<file path="src/pkg/ksd_pkg.sv">
`default_nettype none
package ksd_pkg;

  // ------------------------------------------------------------------
  // Register addresses
  // ------------------------------------------------------------------
  localparam logic [7:0] ADDR_DISPLAY_TEST    = 8'h07;
  localparam logic [7:0] ADDR_SWITCH_DEBOUNCE = 8'h08;
  localparam logic [7:0] ADDR_SWITCH_CLOSED   = 8'h0C;

  // ------------------------------------------------------------------
  // Fields and reset values
  // ------------------------------------------------------------------
  localparam int         TEST_ENABLE_BIT      = 0;
  localparam logic [7:0] RST_DISPLAY_TEST     = 8'h00;
  localparam logic [7:0] RST_SWITCH_STATUS    = 8'h00;
  localparam logic [7:0] UNMAPPED_READ_VALUE  = 8'h00;

  // ------------------------------------------------------------------
  // Display drive figures
  // ------------------------------------------------------------------
  localparam logic [5:0] TEST_DUTY_STEPS      = 6'h1C;
  localparam logic [5:0] PWM_STEP_RESET       = 6'h00;

  // Register access request from the serial front end
  typedef struct packed {
    logic       wr;
    logic       rd;
    logic [7:0] addr;
    logic [7:0] wdata;
  } ksd_req_t;

  // Per-scan results from the keyscan engine
  typedef struct packed {
    logic       scan_done;
    logic [7:0] closed;
    logic [7:0] debounced;
  } ksd_scan_t;

  // Display drive request toward the LED drivers
  typedef struct packed {
    logic       all_on;
    logic [5:0] duty;
  } ksd_drive_t;

endpackage
`default_nettype wire

</file>
<file path="src/rtl/ksd_test_pwm.sv">
`timescale 1ns/1ps
`default_nettype none
module ksd_test_pwm #(
  parameter int STEP_W = 6
) (
  input  wire logic              core_clk,
  input  wire logic              rstn,
  input  wire logic [STEP_W-1:0] duty,
  output logic                   pwm_on
);

  // ------------------------------------------------------------------
  // Free running step counter, one of 64 steps per clock
  // ------------------------------------------------------------------
  logic [STEP_W-1:0] step;
  logic [STEP_W-1:0] next_step;
  logic              next_pwm_on;

  always_comb begin
    next_step   = step + {{(STEP_W-1){1'b0}}, 1'b1};
    next_pwm_on = (step < duty);
  end

  always_ff @(posedge core_clk or negedge rstn) begin
    if (!rstn) begin
      step   <= ksd_pkg::PWM_STEP_RESET;
      pwm_on <= 1'b0;
    end else begin
      step   <= next_step;
      pwm_on <= next_pwm_on;
    end
  end

endmodule
`default_nettype wire

</file>
<file path="config.mk">
export PLATFORM = sky130hd
export DESIGN_NAME = ksd_test_pwm
export DESIGN_NICKNAME = d
export VERILOG_FILES = /design/src/pkg/ksd_pkg.sv /design/src/rtl/ksd_test_pwm.sv
export SDC_FILE = /design/constraint.sdc
export NUM_CORES = 1
export LEC_CHECK = 0
export ABC_AREA = 1
export BUFFER_PORTS_ARGS = -buffer_cell sky130_fd_sc_hd__buf_2
export CAP_MARGIN = 20
export CORE_AREA = 2 2 39 41
export CTS_CLUSTER_DIAMETER = 40
export DETAILED_ROUTE_END_ITERATION = 6
export DIE_AREA = 0 0 41 43
export GPL_ROUTABILITY_DRIVEN = 0
export SLEW_MARGIN = 30
export SYNTH_ARGS = -nofsm -noshare
export SYNTH_HDL_FRONTEND = slang
export SYNTH_SLANG_ARGS = --single-unit
</file>
<file path="constraint.sdc">
create_clock -name core_clk -period 1.9 [get_ports core_clk]
set_input_delay 0.285 -clock core_clk [delete_from_list [all_inputs] [get_ports core_clk]]
set_output_delay 0.285 -clock core_clk [all_outputs]
set_load 0.05 [all_outputs]
</file>
==> results.md <==
- Outcome: completed
- Adder-cell share of the synthesized area: 18.81%
- Combinational power share: under 10%
- Total congestion overflow after global routing: 0
- Area share of xor/xnor cells in the synthesized design: around 6.6%
- Cell with the largest stage delay on the worst path: sky130_fd_sc_hd__dfrtp_1
- Final Critical Period: around 1.1 ns
- End-of-flow core utilization: a little over a third
- Net Sw Frac: 22.17%
- Number of global-route vias before repair: approximately 300
- Number of warnings issued by yosys: 0
- Standard-cell row count: 14
- Crit path arrival time: approximately 1.3 ns
- CTS tree: built
- Largest cells by area after synthesis: sky130_fd_sc_hd__dfrtp_1 44%, sky130_fd_sc_hd__ha_1 19%, sky130_fd_sc_hd__nand2_1 11%
- Source-to-sink clock delay at the later pin of the worst-skew pair: 0.24 ns
- DRC violations left: 0
- Post-Synth Simple-Gate Area: 17.55%
- Worst EP required: just over 2 ns
- Power per cell area: roughly 630 nW/µm²
- Number of nets produced by synthesis: 59
- Fill cells: 154
- Final #Nets: 73
- Internal Pwr Total: between 0.0002 and 0.00025 W
- Top-area cell type share of the netlist area: ~44%
- Crit Path Category: reg2reg
- Iteration-0 DRC count of the detailed router: 1
- Pin slew with the least headroom to its limit: 0.2462 ns
- CTS resizes: 0
- Most common cell after layout, fill and taps aside: sky130_fd_sc_hd__nand2_1
- Die extent in x: 41 µm
- Netlist area before placement: ~400 µm²
- Buffers inserted during post-CTS setup optimization: 0
- Total clock buffers created by CTS: 3
- Top cell type by total area after synthesis: sky130_fd_sc_hd__dfrtp_1
- CP Max Fanout: 4
- Placed cell count: 69
- Drt first pass iters: 3
- Static leakage power: between 0.2 and 0.3 nW
- Footprint of the flip-flops and latches: 175.2 µm²
- Worst clock skew on the final layout: ~0.00068 ns
- Number of nets with antenna violations after routing: 0
- Final period util: between 50% and 60%
- Largest delay contributor family on the critical path: flip-flops
- Class of the tightest hold or removal check: in2reg
- Initial Util: 28.84%
- Element type at the critical path end: register
- Number of buffers added to fix hold violations after cts: 1
- Gate count after technology mapping: 45
- Achievable Freq: about 910 MHz
- Top library cells by usage in the layout, fill and taps aside: 12 x sky130_fd_sc_hd__nand2_1, 10 x sky130_fd_sc_hd__inv_1, 8 x sky130_fd_sc_hd__buf_2
- Total of endpoints with negative setup slack in the final report: 0
- Post-Place Cell Area: roughly 460 µm²
- Number of max-slew violations in the final report: 0
- Setup repair after global routing missed its margin: false
- Portion of the post-synthesis area used by sequential elements: 43.89%
- Filler-free cell count of the finished design: 74
- Max Cap Viol: 0
- Buffers added on ports: 8
- Clock transition at the registers of the reported paths: approximately 0.050 ns
- I/O pin count: 9
- Area used by multi-input combinational logic: 186.4 µm²
- Area of all placed cells without fillers: ~500 µm²
- Via total after detailed routing: roughly 300
- Clk Tree Root Cell: sky130_fd_sc_hd__clkbuf_4
- Crit-path most repeated cell: sky130_fd_sc_hd__nand2_1
- Number of endpoints with negative hold slack in the final report: 0
- Final worst hold slack: approximately 0.37 ns
- Number of buffers and inverters on the critical path: 0
- Mean routed wirelength per cell: between 8 and 9 µm
- Mean post-synth cell area: 8.870 µm²
- Switching power of the nets: roughly 0.000069 W
- Area of the die: between 1500 and 2000 µm²
- First-pass GRT wire length: around 1100 µm
- Global-route usage over all layers: a little under a tenth
- Fraction of layout instances using a drive strength above 1: between 20% and 30%
- Startpoint class of the critical path: register
- Maximum resistive drop on vdd: 197.3 µV
- Compound-gate portion of the synthesized area: 3.762%
- Seq pwr share: ~48%
- Detailed Place HPWL: between 500 and 600 µm
- Maximum level of the CTS H-tree: 1
- Setup Total Neg Slack: 0 ns
- Maximum clock insertion buffer count: 2
- Core footprint: about 1400 µm²
- Vias/cell: between 4 and 5
- P&R area growth vs syn: 24.14%
- Diodes inserted: 0
- Number of unique standard cell types used by synthesis: 12
- Pin count of the biggest net entering global routing: 8
- Post-synthesis sequential element count: 7
- Routed WL: 622 µm
- Relative slew slack: 83.70%
- Largest family of logic cells by synthesized area: adder cells
- Vertical extent of the die: about 43 µm
- Relative contribution of the clock network to total power: a little over two fifths
- Number of antenna violations at the first check in global routing: 0
- Sinks on Clock Net: 7
- Largest stage delay on the critical path: 0.42 ns
- Critical path cell sequence: ha_1 -> nand2_1 -> nand2_1 -> nand2_1 -> nand2_1 -> a21oi_1
- Mux contribution to synthesized area: 0%
[power by group through the flow]
stage                      logic, W  registers [W]  clock network [W]
after CTS                 0.0000304       0.000151           0.000141
after detailed placement  0.0000286       0.000153                  0
after global placement    0.0000278       0.000153                  0
final                     0.0000295       0.000151           0.000132
after floorplan           0.0000102       0.000159                  0
after global routing      0.0000349       0.000151           0.000149
[flip-flops by register name (all words and copies together) (netlist names)]
register	flops
pwm_on	1
step	6
[final cells by class]
| type | instances | share of cell area, % |
|---|---|---|
| Multi-Input combinational cell | 28 | 37.63 |
| Sequential cell | 7 | 35.35 |
| Timing Repair Buffer | 9 | 10.10 |
| Inverter | 10 | 7.576 |
| Clock buffer | 4 | 5.303 |
| Tap cell | 16 | 4.040 |
[worst register-to-register path, stage by stage, from the launching register on]
cell and delay (ns):
sky130_fd_sc_hd__dfrtp_1 0.42, sky130_fd_sc_hd__ha_1 0.31, sky130_fd_sc_hd__nand2_1 0.06, sky130_fd_sc_hd__nand2_1 0.04, sky130_fd_sc_hd__nand2_1 0.05, sky130_fd_sc_hd__nand2_1 0.04, sky130_fd_sc_hd__a21oi_1 0.10
[logic make-up (layout without fill, tap and decap cells)]
| logic type | after synthesis | after routing |
|---|---|---|
| compound gates | 3 | 3 |
| flops | 7 | 7 |
| buf+inv | 10 | 23 |
| xor+xnor | 3 | 3 |
| simple gates | 16 | 16 |
| fa+ha+maj | 6 | 6 |
[per-stage QoR]
stage	total power, W	setup WS [ns]
floorplan	0.0001690	0.8749
global placement	0.0001812	0.7940
detailed placement	0.0001821	0.7871
CTS	0.0003219	0.7898
global route	0.0003345	0.7164
finish	0.0003123	0.8007
[final timing paths]
kind / from / end / slack (ns) / cells past startpoint
max in group asynchronous: rstn / step[4]$_DFF_PN0_ / 1.34 / 2
min in group asynchronous: rstn / step[1]$_DFF_PN0_ / 0.41 / 2
max reg2reg: step[3]$_DFF_PN0_ / pwm_on$_DFF_PN0_ / 0.80 / 6
min: duty[0] / pwm_on$_DFF_PN0_ / 0.37 / 5
min reg2reg: step[0]$_DFF_PN0_ / step[0]$_DFF_PN0_ / 0.49 / 1
max: step[3]$_DFF_PN0_ / pwm_on$_DFF_PN0_ / 0.80 / 6
[routing by layer]
metal  GRT usage [%]  vias to the layer above  part of all wire (%)
li1                -                      164                     -
met1           9.603                      127                    44
met2           15.31                        8                    51
met3           1.571                        2                   3.7
met4           8.000                        0                   1.3
met5               0                        -                     0
[cell usage after synthesis, drive strengths merged]
cell type	number
nand2	12
xnor2	2
o21ai	1
nor2	2
xor2	1
a21oi	2
dfrtp	7
inv	10
nand3	2
ha	6
(Power assumes the default switching activity.)
